`config.mk`:
```
export PLATFORM = sky130hd
export DESIGN_NAME = sbc_operating_mode_fsm
export DESIGN_NICKNAME = d
export VERILOG_FILES = /design/src/design/sbc_mode_pkg.sv /design/src/design/sbc_operating_mode_fsm.sv
export SDC_FILE = /design/constraint.sdc
export NUM_CORES = 1
export LEC_CHECK = 0
export ABC_AREA = 1
export BUFFER_PORTS_ARGS = -buffer_cell sky130_fd_sc_hd__buf_2
export CAP_MARGIN = 20
export CORE_ASPECT_RATIO = 0.75
export CORE_MARGIN = 4
export CORE_UTILIZATION = 44
export DETAILED_ROUTE_END_ITERATION = 8
export RECOVER_POWER = 25
export SLEW_MARGIN = 15
export SYNTH_ARGS = -nofsm -noshare
export SYNTH_HDL_FRONTEND = slang
export SYNTH_SLANG_ARGS = --single-unit
```
`constraint.sdc`:
```
create_clock -name mclk -period 3.6 [get_ports mclk]
set_input_delay 0.36 -clock mclk [delete_from_list [all_inputs] [get_ports mclk]]
set_output_delay 0.36 -clock mclk [all_outputs]
set_load 0.01 [all_outputs]
```
`src/design/sbc_mode_pkg.sv`:
```
// Package for the operating-mode controller: mode codes, states, timing counts.
// Assumes a 50 MHz single clock and a plain-port host side.
package sbc_mode_pkg;

    // Mode field codes written by the microcontroller
    localparam logic [1:0] MODE_NORMAL = 2'h0;
    localparam logic [1:0] MODE_STOP = 2'h1;
    localparam logic [1:0] MODE_SLEEP = 2'h2;
    localparam logic [1:0] MODE_SOFT_RESET = 2'h3;
    localparam int MODE_WIDTH = 2;
    localparam int FRAME_BITS = 16;

    // Reset values
    localparam logic [1:0] MODE_RESET = MODE_NORMAL;
    localparam logic CFG_RESET = 1'b0;

    // Timing, in microseconds, and derived cycle counts at 50 MHz
    localparam int CLK_MHZ = 50;
    localparam int RESET_DELAY_US = 10;
    localparam int LONG_WINDOW_US = 200000;
    localparam int RESET_DELAY_CYCLES = RESET_DELAY_US * CLK_MHZ;
    localparam int LONG_WINDOW_CYCLES = LONG_WINDOW_US * CLK_MHZ;

    // Operating states
    typedef enum logic [2:0] {
        ST_INIT,
        ST_NORMAL,
        ST_STOP,
        ST_SLEEP,
        ST_RESTART,
        ST_FAILSAFE
    } sbc_state_t;

    // Microcontroller command carrier
    typedef struct packed {
        logic frameValid;
        logic [FRAME_BITS-1:0] frame;
        logic modeWrite;
        logic [MODE_WIDTH-1:0] mode;
    } spi_cmd_t;

    // Fault and wake inputs
    typedef struct packed {
        logic wake;
        logic wdFail;
        logic mainUnderVolt;
        logic mainOverVolt;
        logic overTemp;
    } sbc_event_t;

    // Latched start-up configuration
    typedef struct packed {
        logic restartOnFail;
        logic devMode;
    } sbc_cfg_t;

endpackage

```
`src/design/sbc_operating_mode_fsm.sv`:
```
// Operating-mode controller of a CAN system basis chip.
// Assumes synchronous inputs on mclk; SPI framing and regulators sit outside.
`timescale 1ns/1ps

module sbc_operating_mode_fsm
    import sbc_mode_pkg::*;
#(
    parameter int RESET_DELAY = RESET_DELAY_CYCLES,
    parameter int LONG_WINDOW = LONG_WINDOW_CYCLES
) (
    input wire logic mclk, // System clock
    input wire logic arst_n, // Power-on reset, active low
    input wire spi_cmd_t cmd, // Whole 16-bit SPI frame and mode write
    input wire sbc_event_t evt, // Wake and fault events
    input wire logic wdTrigger, // Watchdog trigger from SPI
    input wire logic interruptPinLevel, // Sensed level on interrupt pin
    input wire logic testPinLevel, // Sensed level on test pin
    input wire logic lockActive, // Lock bit protects configuration
    output logic reset_output_n, // Reset to microcontroller
    output logic mainRegEnable, // Main regulator enable
    output logic auxSupplyOn, // Auxiliary supply forced on
    output logic canForceNormal, // CAN forced to normal mode
    output logic lowPower, // Reduced power state
    output logic wdRunning, // Watchdog counter running
    output logic wdFailFlag, // Long window expired
    output logic [MODE_WIDTH-1:0] modeBits, // Mode field read back
    output sbc_state_t state, // Current operating state
    output sbc_cfg_t cfg // Latched start-up configuration
);

    // Counter wide enough for the longer of the two timings
    localparam int CW = $clog2(LONG_WINDOW + 1);

    // Refuse counts that the shared counter width cannot serve
    if (RESET_DELAY < 1 || LONG_WINDOW < 1 || LONG_WINDOW < RESET_DELAY) begin : g_bad_timing
        $error("Timing counts out of range");
    end

    sbc_state_t next_state;
    logic [CW-1:0] delayCount, next_delayCount;
    logic [CW-1:0] windowCount, next_windowCount;
    logic windowOpen, next_windowOpen;
    logic [MODE_WIDTH-1:0] next_modeBits;
    sbc_cfg_t next_cfg;
    logic next_wdFailFlag;
    // Set while Fail-Safe was caused or joined by overtemperature
    logic heatEntry, next_heatEntry;
    logic failure;
    logic critical;

    // Sizes a constant to the counter width on purpose
    function automatic logic [CW-1:0] toCount(input int value);
        toCount = CW'(value);
    endfunction

    // Failure sources; configuration picks Restart or Fail-Safe
    assign failure = evt.wdFail | evt.mainUnderVolt | evt.mainOverVolt
        | (windowOpen && windowCount == toCount(LONG_WINDOW - 1) && !wdTrigger);
    assign critical = evt.overTemp | (failure & ~cfg.restartOnFail);

    // Mode state machine and counters
    always_comb begin
        next_state = state;
        next_delayCount = delayCount;
        next_windowCount = windowCount;
        next_windowOpen = windowOpen;
        next_modeBits = modeBits;
        next_cfg = cfg;
        next_wdFailFlag = wdFailFlag;
        next_heatEntry = heatEntry;
        // Long open window: any trigger ends it, development mode stops it at once
        if (windowOpen) begin
            if (wdTrigger || cfg.devMode) begin
                next_windowOpen = 1'b0;
            end else begin
                next_windowCount = windowCount + toCount(1);
            end
            if (windowCount == toCount(LONG_WINDOW - 1) && !wdTrigger && !cfg.devMode) begin
                next_wdFailFlag = 1'b1;
                next_windowOpen = 1'b0;
            end
        end
        // Inside each state, after the Init delay: critical first, then failure, then wake, then command
        case (state)
            ST_INIT: begin
                // Reset held for the delay; pins sampled until release
                if (delayCount != toCount(RESET_DELAY)) begin
                    next_delayCount = delayCount + toCount(1);
                    // A set lock keeps the reset values; the pin levels are not stored
                    if (!lockActive) begin
                        next_cfg.restartOnFail = interruptPinLevel;
                        next_cfg.devMode = testPinLevel;
                    end
                    if (delayCount == toCount(RESET_DELAY - 1)) begin
                        next_windowOpen = 1'b1;
                        next_windowCount = '0;
                    end
                end else if (critical) begin
                    next_state = ST_FAILSAFE;
                end else if (failure && !cfg.devMode) begin
                    next_state = ST_RESTART;
                    next_delayCount = '0;
                end else if (cmd.frameValid) begin
                    next_state = ST_NORMAL;
                end
                // Wake is not looked at here
            end
            ST_NORMAL, ST_STOP, ST_SLEEP: begin
                // Stop has no wake exit; only a command, a failure or overtemperature leaves it
                if (critical) begin
                    next_state = ST_FAILSAFE;
                end else if (failure || (state == ST_SLEEP && evt.wake)) begin
                    next_state = ST_RESTART;
                    next_delayCount = '0;
                end else if (cmd.frameValid && cmd.modeWrite) begin
                    next_modeBits = cmd.mode;
                    case (cmd.mode)
                        MODE_STOP: next_state = ST_STOP;
                        MODE_SLEEP: next_state = ST_SLEEP;
                        MODE_SOFT_RESET: begin
                            next_state = ST_INIT;
                            next_modeBits = MODE_RESET;
                            // Reset line stays high: delay counter parked at its end
                            next_delayCount = toCount(RESET_DELAY);
                            next_windowOpen = 1'b1;
                            next_windowCount = '0;
                        end
                        default: next_state = ST_NORMAL;
                    endcase
                end
            end
            ST_RESTART: begin
                next_modeBits = MODE_RESET;
                // Host is held in reset, so the window must not run out here;
                // a failure that persists restarts the delay
                next_windowOpen = 1'b0;
                if (critical) begin
                    next_state = ST_FAILSAFE;
                end else if (failure) begin
                    next_delayCount = '0;
                end else if (delayCount == toCount(RESET_DELAY - 1)) begin
                    next_state = ST_NORMAL;
                    next_windowOpen = 1'b1;
                    next_windowCount = '0;
                end else begin
                    next_delayCount = delayCount + toCount(1);
                end
            end
            ST_FAILSAFE: begin
                next_windowOpen = 1'b0;
                // Permanent unless woken; a stay caused or joined by heat ends when it cools
                if (evt.wake || (heatEntry && !evt.overTemp)) begin
                    next_state = ST_RESTART;
                    next_delayCount = '0;
                end
            end
            default: next_state = ST_INIT;
        endcase
        // Leaving Fail-Safe forgets the cause; heat seen while inside is kept
        if (next_state != ST_FAILSAFE) begin
            next_heatEntry = 1'b0;
        end else if (evt.overTemp) begin
            next_heatEntry = 1'b1;
        end
    end

    // State registers
    always_ff @(posedge mclk or negedge arst_n) begin
        if (!arst_n) begin
            state <= ST_INIT;
            delayCount <= '0;
            windowCount <= '0;
            windowOpen <= 1'b0;
            modeBits <= MODE_RESET;
            cfg <= '{restartOnFail: CFG_RESET, devMode: CFG_RESET};
            wdFailFlag <= 1'b0;
            heatEntry <= 1'b0;
        end else begin
            state <= next_state;
            delayCount <= next_delayCount;
            windowCount <= next_windowCount;
            windowOpen <= next_windowOpen;
            modeBits <= next_modeBits;
            cfg <= next_cfg;
            wdFailFlag <= next_wdFailFlag;
            heatEntry <= next_heatEntry;
        end
    end

    // Output decode from state, delay count, window flag and configuration
    // Soft reset leaves the reset line high: the host is already running.
    // Fail-Safe keeps reset released; with the regulator off the host is unpowered.
    assign reset_output_n = !(state == ST_RESTART
        || (state == ST_INIT && delayCount != toCount(RESET_DELAY)));
    assign mainRegEnable = !(state == ST_SLEEP || state == ST_FAILSAFE);
    assign lowPower = (state == ST_STOP || state == ST_SLEEP);
    assign auxSupplyOn = cfg.devMode;
    assign canForceNormal = cfg.devMode;
    assign wdRunning = windowOpen && !cfg.devMode;

endmodule

```
; ---- Word level (Yosys, flattened, before mapping)
; Index checks and enable logic that the tools add are counted.
[totals]
register_bits = 58
latch_bits = 0
ram_bits = 0
romBits = 0
output_inout_bits = 14
elab_cells = 126
memories = 0
[classes]
add_sub_neg = 2
mul = 0
div_mod_pow = 0
n_lt_le_gt_ge = 0
eq_ne = 22
shift = 0
n_mux = 56
bitwise = 7
n_reduce_logical = 30
[op_table]
columns = op, count
row1 = $mux 24, 21
row2 = $pmux 24 s4, 1
row3 = $pmux 24 s3, 1
row4 = $add 24x1->24 const B, 2
row5 = $mux 3, 11
row6 = $eq 24x24->1 const B, 1
row7 = $eq 24x9->1 const B, 1
row8 = $ne 24x9->1 const B, 1
row9 = $mux 1, 14
row10 = $ne 3x3->1 const B, 4
row11 = $pmux 3 s4, 1
row12 = $logic_and 1x1->1, 10
row13 = $ne 2x2->1 const B, 5
row14 = $reduce_and 9->1, 1
row15 = $mux 2, 4
row16 = $eq 3x2->1 const B, 2
row17 = $eq 3x3->1 const B, 2
row18 = $logic_or 1x1->1, 6
row19 = $ne 3x2->1 const B, 2
row20 = $pmux 2 s3, 1
row21 = $logic_not 1->1, 5
row22 = $eq 2x2->1 const B, 2
row23 = $or 1x1->1, 4
row24 = $pmux 1 s4, 1
row25 = 12 further kinds, 14

; ---- Depth between registers and ports, before layout
; Gate-level depths: netlist of the first run.
[depth]
ltp_word = 11
ltp_mapped = 16
depth_no_buf = 15

; ---- Least setup slack after synthesis of the first run
; OpenSTA, ideal clock, no wires.
[synth_timing]
kind = register to register
start = register windowCount[0]
end = register delayCount[11]
setup_ps = 117
arrival_time_ps = 1754
path_slack_ps = 1729
path_stages_with_launch = 16
path_cell_list = dfrtp_1 > ha_1 > inv_1 > nor2_2 > nand2_2 > nor2_4 > nand3_4 > nand2_4 > inv_2 > nand4_1 > inv_1 > nor2_1 > nand3_2 > buf_4 > nand2_1 > nand2_1
[synth_between]
elab_chain_len = 8
elab_cells_between_ends = 21
cone_classes = eq/ne (8) / mux (5) / bitwise (3) / reduce/logical (5)
[synth_lines]
columns = item, line_no
row1 = from (decl), sbc_operating_mode_fsm.sv:41  ; logic [CW-1:0] windowCount, next_windowCount;
row2 = from (signal assigned), sbc_operating_mode_fsm.sv:181  ; windowCount <= next_windowCount;
row3 = $eq 24x24->1 *, sbc_operating_mode_fsm.sv:58  ; | (windowOpen && windowCount == toCount(LONG_WINDOW - 1) && !wdTrigger);
row4 = $logic_and 1x1->1 * (2 in series), sbc_operating_mode_fsm.sv:58
row5 = $or 1x1->1 *, sbc_operating_mode_fsm.sv:58
row6 = $and 1x1->1 / $logic_or 1x1->1 (equally long branches), "sbc_operating_mode_fsm.sv:59, sbc_operating_mode_fsm.sv:112"
row7 = $or 1x1->1 / $mux 24 (equally long branches), "sbc_operating_mode_fsm.sv:59, sbc_operating_mode_fsm.sv:112"
row8 = $ne 3x2->1 (no line) (tied with other cells), --
row9 = $reduce_and 9->1 (no line) / $pmux 24 s4 (equally long branches), --
row10 = to (signal assigned), sbc_operating_mode_fsm.sv:180  ; delayCount <= next_delayCount;
row11 = to (decl), sbc_operating_mode_fsm.sv:40  ; logic [CW-1:0] delayCount, next_delayCount;
; Every way passes the cells marked *; elsewhere a longest branch is shown, timed or not. The select of a mux whose other input is x is not followed.
; A chain may end at the register's enable or synchronous reset.

; ---- Worst setup path in the final report of the first run
[layout_timing]
start = register windowCount[0]
end = register delayCount[6]
; Same word-level chain as after synthesis.

==> results.sh, run 1 <==
export IMPL_status="complete, no violations"
export IMPL_dieWidth_um=122
export IMPL_drive_above_1_share_pct=10.5
export IMPL_period_minus_slack_ps=2680
export IMPL_die_area_um2=11400
export IMPL_grt_use_total_pct=20.6
export IMPL_critPathLaunch="windowCount[0]$_DFF_PN0_"
export IMPL_synth_area_leaders="dfrtp_1, nand2_1, nor2_1"
export IMPL_fin_crit_sh_pct=74.3
export IMPL_synth_ff_type="dfrtp_1"
export IMPL_hold_path_class="in2reg"
export IMPL_min_delay_start="testPinLevel"
export IMPL_routedWlPerCell_um=13.8
export IMPL_drv_cap=0
export IMPL_grt_overflow=0
export IMPL_p_per_area_nw_per_um2=534
export IMPL_async_reset_ff_share_pct=100
export IMPL_avgViaCountPerCell=4.96
export IMPL_max_freq_mhz=374
export IMPL_cts_sinks=58
export IMPL_vias=3931
export IMPL_post_cts_resized=0
export IMPL_cp_start_kind="flop"
export IMPL_grt_setup_unrepaired="no"
export IMPL_final_area_um2=4770
export IMPL_fill_cells=936
export IMPL_grt_start_max_net_pins=41
export IMPL_ir_drop_uv=210
export IMPL_end_kind="flop"
export IMPL_antenna_left=0
export IMPL_routedLengthMet1_mm=5.74
export IMPL_top_layer="met4"
export IMPL_synth_avg_cell_area_um2=6.70
export IMPL_crit_path_top_delay_cell="nand3_2"
export IMPL_clkTransAtPathRegs_ps=60
export IMPL_crit_chain="ha_1 > inv_1 > nor2_1 > nand2_2 > nor2_4 > nand3_4 > nand2_4 > inv_2 > nand4_1 > inv_1 > nor2_1 > nand3_2 > nand2_1 > nand2_1"
export IMPL_synth_top_area_share_pct=34.0
export IMPL_synth_most_common_cell="nand2_1"
export IMPL_cts_root_buf="clkbuf_16"
export IMPL_ys_ff_latch=58
export IMPL_netlist_area_um2=4270
export IMPL_crit_arrival_ps=2890
export IMPL_postCtsSetupBuffers=0
export IMPL_holdBufCountCts=1
export IMPL_finClkSkew_ps=7.82
export IMPL_worst_pin_slew_ps=1080
export IMPL_seqPwrFrac_pct=31.2
export IMPL_yosys_warnings=0
export IMPL_drc_errors=0
export IMPL_die_y_um=93.4
export IMPL_maxSlewHeadroom_pct=28.0
export IMPL_drt_iter0_drc=300
export IMPL_setup_worst_path_class="reg2reg"
export IMPL_wl_met3_um=561
export IMPL_core_um2=9270
export IMPL_synth_edf_count=0
export IMPL_synth_top_area_cell="dfrtp_1"
export IMPL_rows=30
export IMPL_grt_pass1_wl_mm=18.4
export IMPL_p_leak_nw=2.28
export IMPL_hold_viol=0
export IMPL_p_clk_share_pct=36.2
export IMPL_finalSetupViolations=0
export IMPL_seq_area_frac_synth_pct=34.0
export IMPL_postSynthCellCount=638
export IMPL_start_util_pct=46.1
export IMPL_tns_ps=0
export IMPL_ios=45
export IMPL_drv_slew=0
export IMPL_synth_fp_nets=676
export IMPL_diodes=0
export IMPL_routabilityCongestion=0.886
export IMPL_drt_pass1_iterations=5
export IMPL_antenna_found_initial=0
export IMPL_clk_latency_ps=330
export IMPL_synth_cell_types=41
export IMPL_synthTopCellsByCount="nand2_1, nor2_1, inv_1"
export IMPL_routed_wl_mm=11.0
export IMPL_final_util_pct=51.5
export IMPL_grt_pass1_vias=3688
export IMPL_dp_hpwl_mm=8.20
export IMPL_cts_tree="done"
export IMPL_final_nets=698
export IMPL_port_buffers=28
export IMPL_cts_path_max_buffers=2
export IMPL_critPathRequiredTime_ps=3810
export IMPL_combPwrFrac_pct=32.5
export IMPL_cts_inserted_buffers=9
export IMPL_path_max_fanout=24
export IMPL_r2r_start="windowCount[0]$_DFF_PN0_"
export IMPL_area_delta_synth_final_pct=11.6
export IMPL_wl_met2_mm=4.55
export IMPL_p_switching_mw=1.02
export IMPL_p_int_mw=1.53
export IMPL_switching_share_pct=40.0
export IMPL_htreeDepth=3
export IMPL_dpl_cell_area_um2=4460
export IMPL_cpPeakStageDelay_ps=410
-- kinds of logic (layout without fill, tap and decap cells) --
kind of cell | after synthesis | in the layout | share of synthesized area (%)
simple gates | 403 | 403 | 41.9
buf+inv | 97 | 124 | 9.72
flops | 58 | 58 | 34.0
compound gates | 37 | 37 | 4.95
xor+xnor | 35 | 35 | 7.17
fa+ha+maj | 7 | 7 | 2.05
mux | 1 | 1 | 0.234
-- registers in the layout, summed over array words and instances (netlist names) --
signal and flops:
delayCount 24, modeBits 2, heatEntry 1, cfg 1
auxSupplyOn 1, wdFailFlag 1, windowOpen 1, state 3
windowCount 24
-- area by class of cell --
class | count | area, um^2 | share of cell area [%]
Inverter | 77 | 289 | 6.06
Sequential cell | 58 | 1450 | 30.4
Clock inverter | 7 | 93.8 | 1.97
Multi-Input combinational cell | 483 | 2400 | 50.4
Timing Repair Buffer | 31 | 146 | 3.07
Tap cell | 128 | 160 | 3.36
Clock buffer | 9 | 225 | 4.72
-- cell usage in the layout, fill, tap and decap left out, types with 3 or more instances in the layout --
cell	instances
a21oi_1	6
nor3_1	17
clkbuf_16	9
nand3_1	47
inv_2	8
buf_2	15
o21bai_1	3
clkbuf_1	13
xor2_1	26
dfrtp_1	58
nand4_1	16
xnor2_1	9
o21ai_0	19
nand2_1	190
nand2_2	7
nor2_2	4
or2_2	3
inv_1	69
nor2_1	101
ha_1	7
nor3_2	7
-- layer usage --
metal  GRT usage, %  up-vias
met4           6.53        0
met2           30.5      101
met5              0        -
met3           4.96       13
met1           29.5     1775
li1               -     2042
-- power groups by stage --
stage	registers, mW	clock network [mW]	logic, mW
2_1_floorplan	0.779	0	0.690
3_3_place_gp	0.802	0	0.837
3_5_place_dp	0.803	0	0.854
4_1_cts	0.794	0.949	0.856
5_1_grt	0.806	0.984	0.937
6_report	0.796	0.923	0.829
-- path summary, 6_finish.rpt --
path / to / slack, ps / depth (start not counted)
hold / removal: auxSupplyOn$_DFFE_PN0P_ / 290 / 3
min in group asynchronous: state[0]$_DFF_PN0_ / 750 / 2
setup / recovery: delayCount[6]$_DFFE_PN0P_ / 920 / 14
setup reg to reg: delayCount[6]$_DFFE_PN0P_ / 920 / 14
hold reg to reg: modeBits[0]$_DFFE_PN0P_ / 470 / 2
max in group asynchronous: delayCount[10]$_DFFE_PN0P_ / 1310 / 3
-- worst max-delay path: cells and delay by family, from the launching register on --
kind,cells,cell delay (ps)
AND/OR/NAND/NOR,10,1710
flip-flops,1,380
buffers and inverters,3,290
adder cells (fa/ha/maj),1,160
-- per-stage QoR --
stage                     hold WS (ps)  total power, mW  setup slack (ps)  instances
after floorplan                   64.4             1.47              1730        638
after global placement             330             1.64              1030        776
after detailed placement           337             1.66               952        776
after CTS                          276             2.60               936        793
after global routing               273             2.73               557        793
final                              288             2.55               923        793
(Power assumes the default switching activity.)
==> run 2: changes to the inputs <==
==> constraint.sdc (replaced) <==
create_clock -name mclk -period 2.45 [get_ports mclk]
set_input_delay 0.245 -clock mclk [delete_from_list [all_inputs] [get_ports mclk]]
set_output_delay 0.245 -clock mclk [all_outputs]
set_load 0.01 [all_outputs]
==> results.sh, run 2 (synthesis gave the netlist of run 1 again) <==
export IMPL_status="finished with violations"
export IMPL_violations="capacitance limit, slew limit"
export IMPL_port_buffers=28
export IMPL_antenna_left=0
export IMPL_vias=4039
export IMPL_htreeDepth=3
export IMPL_path_max_fanout=5
export IMPL_ir_drop_uv=364
export IMPL_routabilityCongestion=0.886
export IMPL_routedWlPerCell_um=13.7
export IMPL_grt_overflow=0
export IMPL_p_leak_nw=2.33
export IMPL_routed_wl_mm=11.0
export IMPL_pre_cts_slack_ps=192
export IMPL_fin_crit_sh_pct=91.9
export IMPL_grt_setup_unrepaired="no"
export IMPL_clk_latency_ps=330
export IMPL_p_int_mw=2.34
export IMPL_p_switching_mw=1.53
export IMPL_diodes=0
export IMPL_grt_pass1_vias=3677
export IMPL_finalSetupViolations=0
export IMPL_drc_errors=0
export IMPL_hold_path_class="in2reg"
export IMPL_end_kind="primary output"
export IMPL_rows=30
export IMPL_cts_path_max_buffers=2
export IMPL_cts_sinks=58
export IMPL_area_delta_synth_final_pct=13.7
export IMPL_cts_tree="done"
export IMPL_maxSlewHeadroom_pct=-2.72
export IMPL_grt_start_max_net_pins=28
export IMPL_layout_setup_ws_ps=200
export IMPL_combPwrFrac_pct=34.6
export IMPL_drv_slew=28
export IMPL_die_y_um=93.4
export IMPL_switching_share_pct=39.6
export IMPL_period_minus_slack_ps=2250
export IMPL_max_freq_mhz=444
export IMPL_worst_pin_slew_ps=1540
export IMPL_hold_viol=0
export IMPL_grt_pass1_wl_mm=18.5
export IMPL_drive_above_1_share_pct=12.2
export IMPL_reg2reg_depth=11
export IMPL_cp_start_kind="flop"
export IMPL_grt_use_total_pct=20.5
export IMPL_critPathRequiredTime_ps=2200
export IMPL_layout_common_cells="nand2_1, nor2_1, inv_1"
export IMPL_core_um2=9270
export IMPL_cts_inserted_buffers=9
export IMPL_p_per_area_nw_per_um2=796
export IMPL_clkTransAtPathRegs_ps=50
export IMPL_finClkSkew_ps=6.35
export IMPL_dp_hpwl_mm=8.25
export IMPL_cts_root_buf="clkbuf_16"
export IMPL_final_nets=705
export IMPL_dieWidth_um=122
export IMPL_tns_ps=0
export IMPL_hold_depth=3
export IMPL_crit_arrival_ps=2010
export IMPL_top_regs="delayCount x24, windowCount x24, state x3"
export IMPL_drt_pass1_iterations=6
export IMPL_drv_cap=1
export IMPL_fill_cells=968
export IMPL_avgViaCountPerCell=5.05
export IMPL_seqPwrFrac_pct=30.2
export IMPL_ios=45
export IMPL_start_util_pct=46.1
export IMPL_p_clk_share_pct=35.1
export IMPL_antenna_found_initial=0
export IMPL_setup_worst_path_class="reg2out"
export IMPL_final_common_cell="nand2_1"
export IMPL_drt_iter0_drc=285
export IMPL_die_area_um2=11400
run 2: final cells by class:
cell class	count	area (um^2)	share of cell area, %
sequential	58	1450	29.9
tap	128	160	3.30
inverter	77	292	6.00
clock inverter	6	91.3	1.88
multi-input combinational	483	2420	49.7
timing repair buffer	38	220	4.53
clock buffer	10	229	4.71
run 2: final timing paths:
path	startpoint	endpoint	slack (ps)
min in group asynchronous	arst_n	state[2]$_DFF_PN0_	830
hold reg to reg	modeBits[0]$_DFFE_PN0P_	modeBits[0]$_DFFE_PN0P_	480
setup / recovery	delayCount[0]$_DFFE_PN0P_	reset_output_n	200
setup reg to reg	delayCount[0]$_DFFE_PN0P_	delayCount[21]$_DFFE_PN0P_	220
max in group asynchronous	arst_n	delayCount[14]$_DFFE_PN0P_	610
hold / removal	testPinLevel	auxSupplyOn$_DFFE_PN0P_	180
run 2: metal layers:
layer  track usage (%)  part of all wire, %  wire length, um  vias to the layer above
met3              5.44                  5.1              560                       12
met2              28.8                   41             4500                       99
met5                 0                    0                0                        -
met4              4.48                 0.78               85                        0
li1                  -                    -                -                     2053
met1              31.2                   53             5810                     1875
run 2: power by group through the flow:
stage	Sequential [mW]	Combinational, mW	Clock (mW)
after floorplan	1.14	1.01	0
after global placement	1.18	1.32	0
after detailed placement	1.18	1.33	0
after CTS	1.17	1.34	1.39
after global routing	1.18	1.47	1.44
final	1.17	1.34	1.36
run 2: worst max-delay path, cell delays in order, from the launching register on:
cell	delay (ps)
dfrtp_1	420
inv_1	160
ha_1	180
nand3_1	140
nor2_1	180
nand3_1	220
o21ai_0	210
buf_2	160
run 2: stage by stage:
stage / area, um^2 / hold WS, ps / util (%) / power, mW / std cells
finish: 4860 / 175 / 52.4 / 3.87 / 800
global route: 4860 / 196 / 52.4 / 4.10 / 800
CTS: 4860 / 162 / 52.4 / 3.90 / 800
detailed placement: 4530 / 298 / 48.8 / 2.52 / 783
global placement: 4530 / 278 / 48.8 / 2.50 / 783
floorplan: 4270 / -50.6 / - / 2.16 / 638
run 2: what timing repair did:
item                                   in CTS  in global routing
setup endpoints to repair                   0                 13
resized for setup                           0                  3
hold buffers                                1                  0
endpoints found under the hold margin      25                  0
buffers inserted                            0                  0
==> run 3: changes to the inputs <==
--- a/config.mk
+++ b/config.mk
@@ -10,7 +10,7 @@
 export CAP_MARGIN = 20
 export CORE_ASPECT_RATIO = 0.75
 export CORE_MARGIN = 4
-export CORE_UTILIZATION = 44
+export CORE_UTILIZATION = 40
 export DETAILED_ROUTE_END_ITERATION = 8
 export RECOVER_POWER = 25
 export SLEW_MARGIN = 15
==> results.sh, run 3 (synthesis gave the netlist of run 1 again) <==
export IMPL_cts_root_buf="clkbuf_16"
export IMPL_top_layer="met4"
export IMPL_routabilityCongestion=0.902
export IMPL_clkTransAtPathRegs_ps=60
export IMPL_cp_start_kind="flop"
export IMPL_p_int_mw=2.43
export IMPL_final_util_pct=47.3
export IMPL_layout_setup_ws_ps=221
export IMPL_worst_pin_slew_ps=1500
export IMPL_area_delta_synth_final_pct=14.8
export IMPL_p_per_area_nw_per_um2=813
export IMPL_antenna_found_initial=0
export IMPL_cts_sinks=58
export IMPL_crit_buf_inv=1
export IMPL_dp_hpwl_mm=7.82
export IMPL_cts_tree="done"
export IMPL_ir_drop_uv=441
export IMPL_avgViaCountPerCell=4.93
export IMPL_drt_pass1_iterations=5
export IMPL_crit_chain="ha_1 > nor3b_2 > nand3_1 > nor2_1 > nand3_1 > nand3_1 > nand2_1 > nand2_2 > nor2_4 > buf_4 > nand2_1 > nand2_1"
export IMPL_combPwrFrac_pct=36.8
export IMPL_core_um2=10400
export IMPL_violations="capacitance limit"
export IMPL_grt_overflow=0
export IMPL_p_leak_nw=2.39
export IMPL_fin_crit_sh_pct=91.0
export IMPL_end_kind="flop"
export IMPL_ios=45
export IMPL_start_util_pct=41.2
export IMPL_grt_use_total_pct=17.9
export IMPL_r2r_start="delayCount[0]$_DFFE_PN0P_"
export IMPL_p_switching_mw=1.55
export IMPL_wl_met2_mm=4.39
export IMPL_drc_errors=0
export IMPL_tns_ps=0
export IMPL_final_nets=708
export IMPL_crit_path_top_delay_cell="dfrtp_1"
export IMPL_top_regs="delayCount x24, windowCount x24, state x3"
export IMPL_critPathLaunch="delayCount[0]$_DFFE_PN0P_"
export IMPL_routed_wl_mm=10.9
export IMPL_die_y_um=97.5
export IMPL_layout_common_cells="nand2_1, nor2_1, inv_1"
export IMPL_switching_share_pct=38.9
export IMPL_diodes=0
export IMPL_cts_inserted_buffers=9
export IMPL_grt_start_max_net_pins=59
export IMPL_crit_arrival_ps=2440
export IMPL_min_delay_start="interruptPinLevel"
export IMPL_port_buffers=28
export IMPL_p_clk_share_pct=34.1
export IMPL_grt_pass1_wl_mm=18.2
export IMPL_final_common_cell="nand2_1"
export IMPL_finalSetupViolations=0
export IMPL_max_freq_mhz=449
export IMPL_vias=4002
export IMPL_dieWidth_um=127
export IMPL_holdBufCountCts=0
export IMPL_hold_viol=0
export IMPL_status="finished with violations"
export IMPL_maxSlewHeadroom_pct=0.312
export IMPL_grt_pass1_vias=3681
export IMPL_drv_cap=1
export IMPL_rows=32
export IMPL_finClkSkew_ps=6.89
export IMPL_drive_above_1_share_pct=14.1
export IMPL_cpPeakStageDelay_ps=430
export IMPL_path_max_fanout=5
export IMPL_clk_latency_ps=320
export IMPL_setup_worst_path_class="reg2reg"
export IMPL_cts_path_max_buffers=2
export IMPL_period_minus_slack_ps=2230
export IMPL_seqPwrFrac_pct=29.1
export IMPL_die_area_um2=12400
export IMPL_pre_cts_slack_ps=179
export IMPL_critPathRequiredTime_ps=2660
export IMPL_hold_path_class="in2reg"
export IMPL_wl_met3_um=854
export IMPL_cp_top_family="simple AND/OR/NAND/NOR gates"
export IMPL_drt_iter0_drc=372
export IMPL_routedLengthMet1_mm=5.53
export IMPL_htreeDepth=3
export IMPL_antenna_left=0
export IMPL_drv_slew=0
export IMPL_routedWlPerCell_um=13.4
[run 3: repair_timing]
item / in CTS / in global routing
gates resized for setup: 0 / 4
buffers inserted: 0 / 5
setup endpoints to repair: 0 / 45
[run 3: final timing paths]
| check | end | slack (ps) | depth (start not counted) |
|---|---|---|---|
| hold reg to reg | modeBits[1]$_DFFE_PN0P_ | 470 | 2 |
| setup reg to reg | delayCount[5]$_DFFE_PN0P_ | 220 | 12 |
| hold / removal | cfg[1]$_DFFE_PN0P_ | 170 | 3 |
| min in group asynchronous | windowCount[16]$_DFF_PN0_ | 360 | 2 |
| setup / recovery | delayCount[5]$_DFFE_PN0P_ | 220 | 12 |
| max in group asynchronous | windowCount[3]$_DFF_PN0_ | 1180 | 2 |
[run 3: stage by stage]
step	std cells	power, mW	instance area [um^2]	hold WS [ps]
after detailed placement	789	2.48	4520	466
final	811	3.99	4910	172
after global routing	811	4.23	4910	166
after CTS	805	3.86	4840	113
after global placement	789	2.47	4520	450
after floorplan	638	2.16	4270	-50.6
[run 3: final cells by class]
type,count,area (um^2)
flip-flops and latches,58,1450
clock buffers,11,243
repair buffers,40,240
fillers,1047,5460
inverters,77,292
clock inverters,5,77.6
well taps,136,170
multi-input cells,484,2430
[run 3: power by group through the flow]
stage               logic (mW)  clock network (mW)  registers, mW
finish                    1.47                1.36           1.16
global route              1.62                1.44           1.17
floorplan                 1.01                   0           1.14
CTS                       1.31                1.39           1.16
detailed placement        1.31                   0           1.17
global placement          1.30                   0           1.17
[run 3: per-layer routing]
metal	track usage (%)	vias up
met2	25.6	133
met1	26.8	1792
met3	4.56	12
met5	0	-
met4	4.20	0
li1	-	2065
[run 3: worst register-to-register path, stage by stage (launching register included)]
cell,delay [ps]
dfrtp_1,430
ha_1,300
nor3b_2,240
nand3_1,100
nor2_1,190
nand3_1,100
nand3_1,90
nand2_1,120
nand2_2,220
nor2_4,60
buf_4,160
nand2_1,60
nand2_1,50
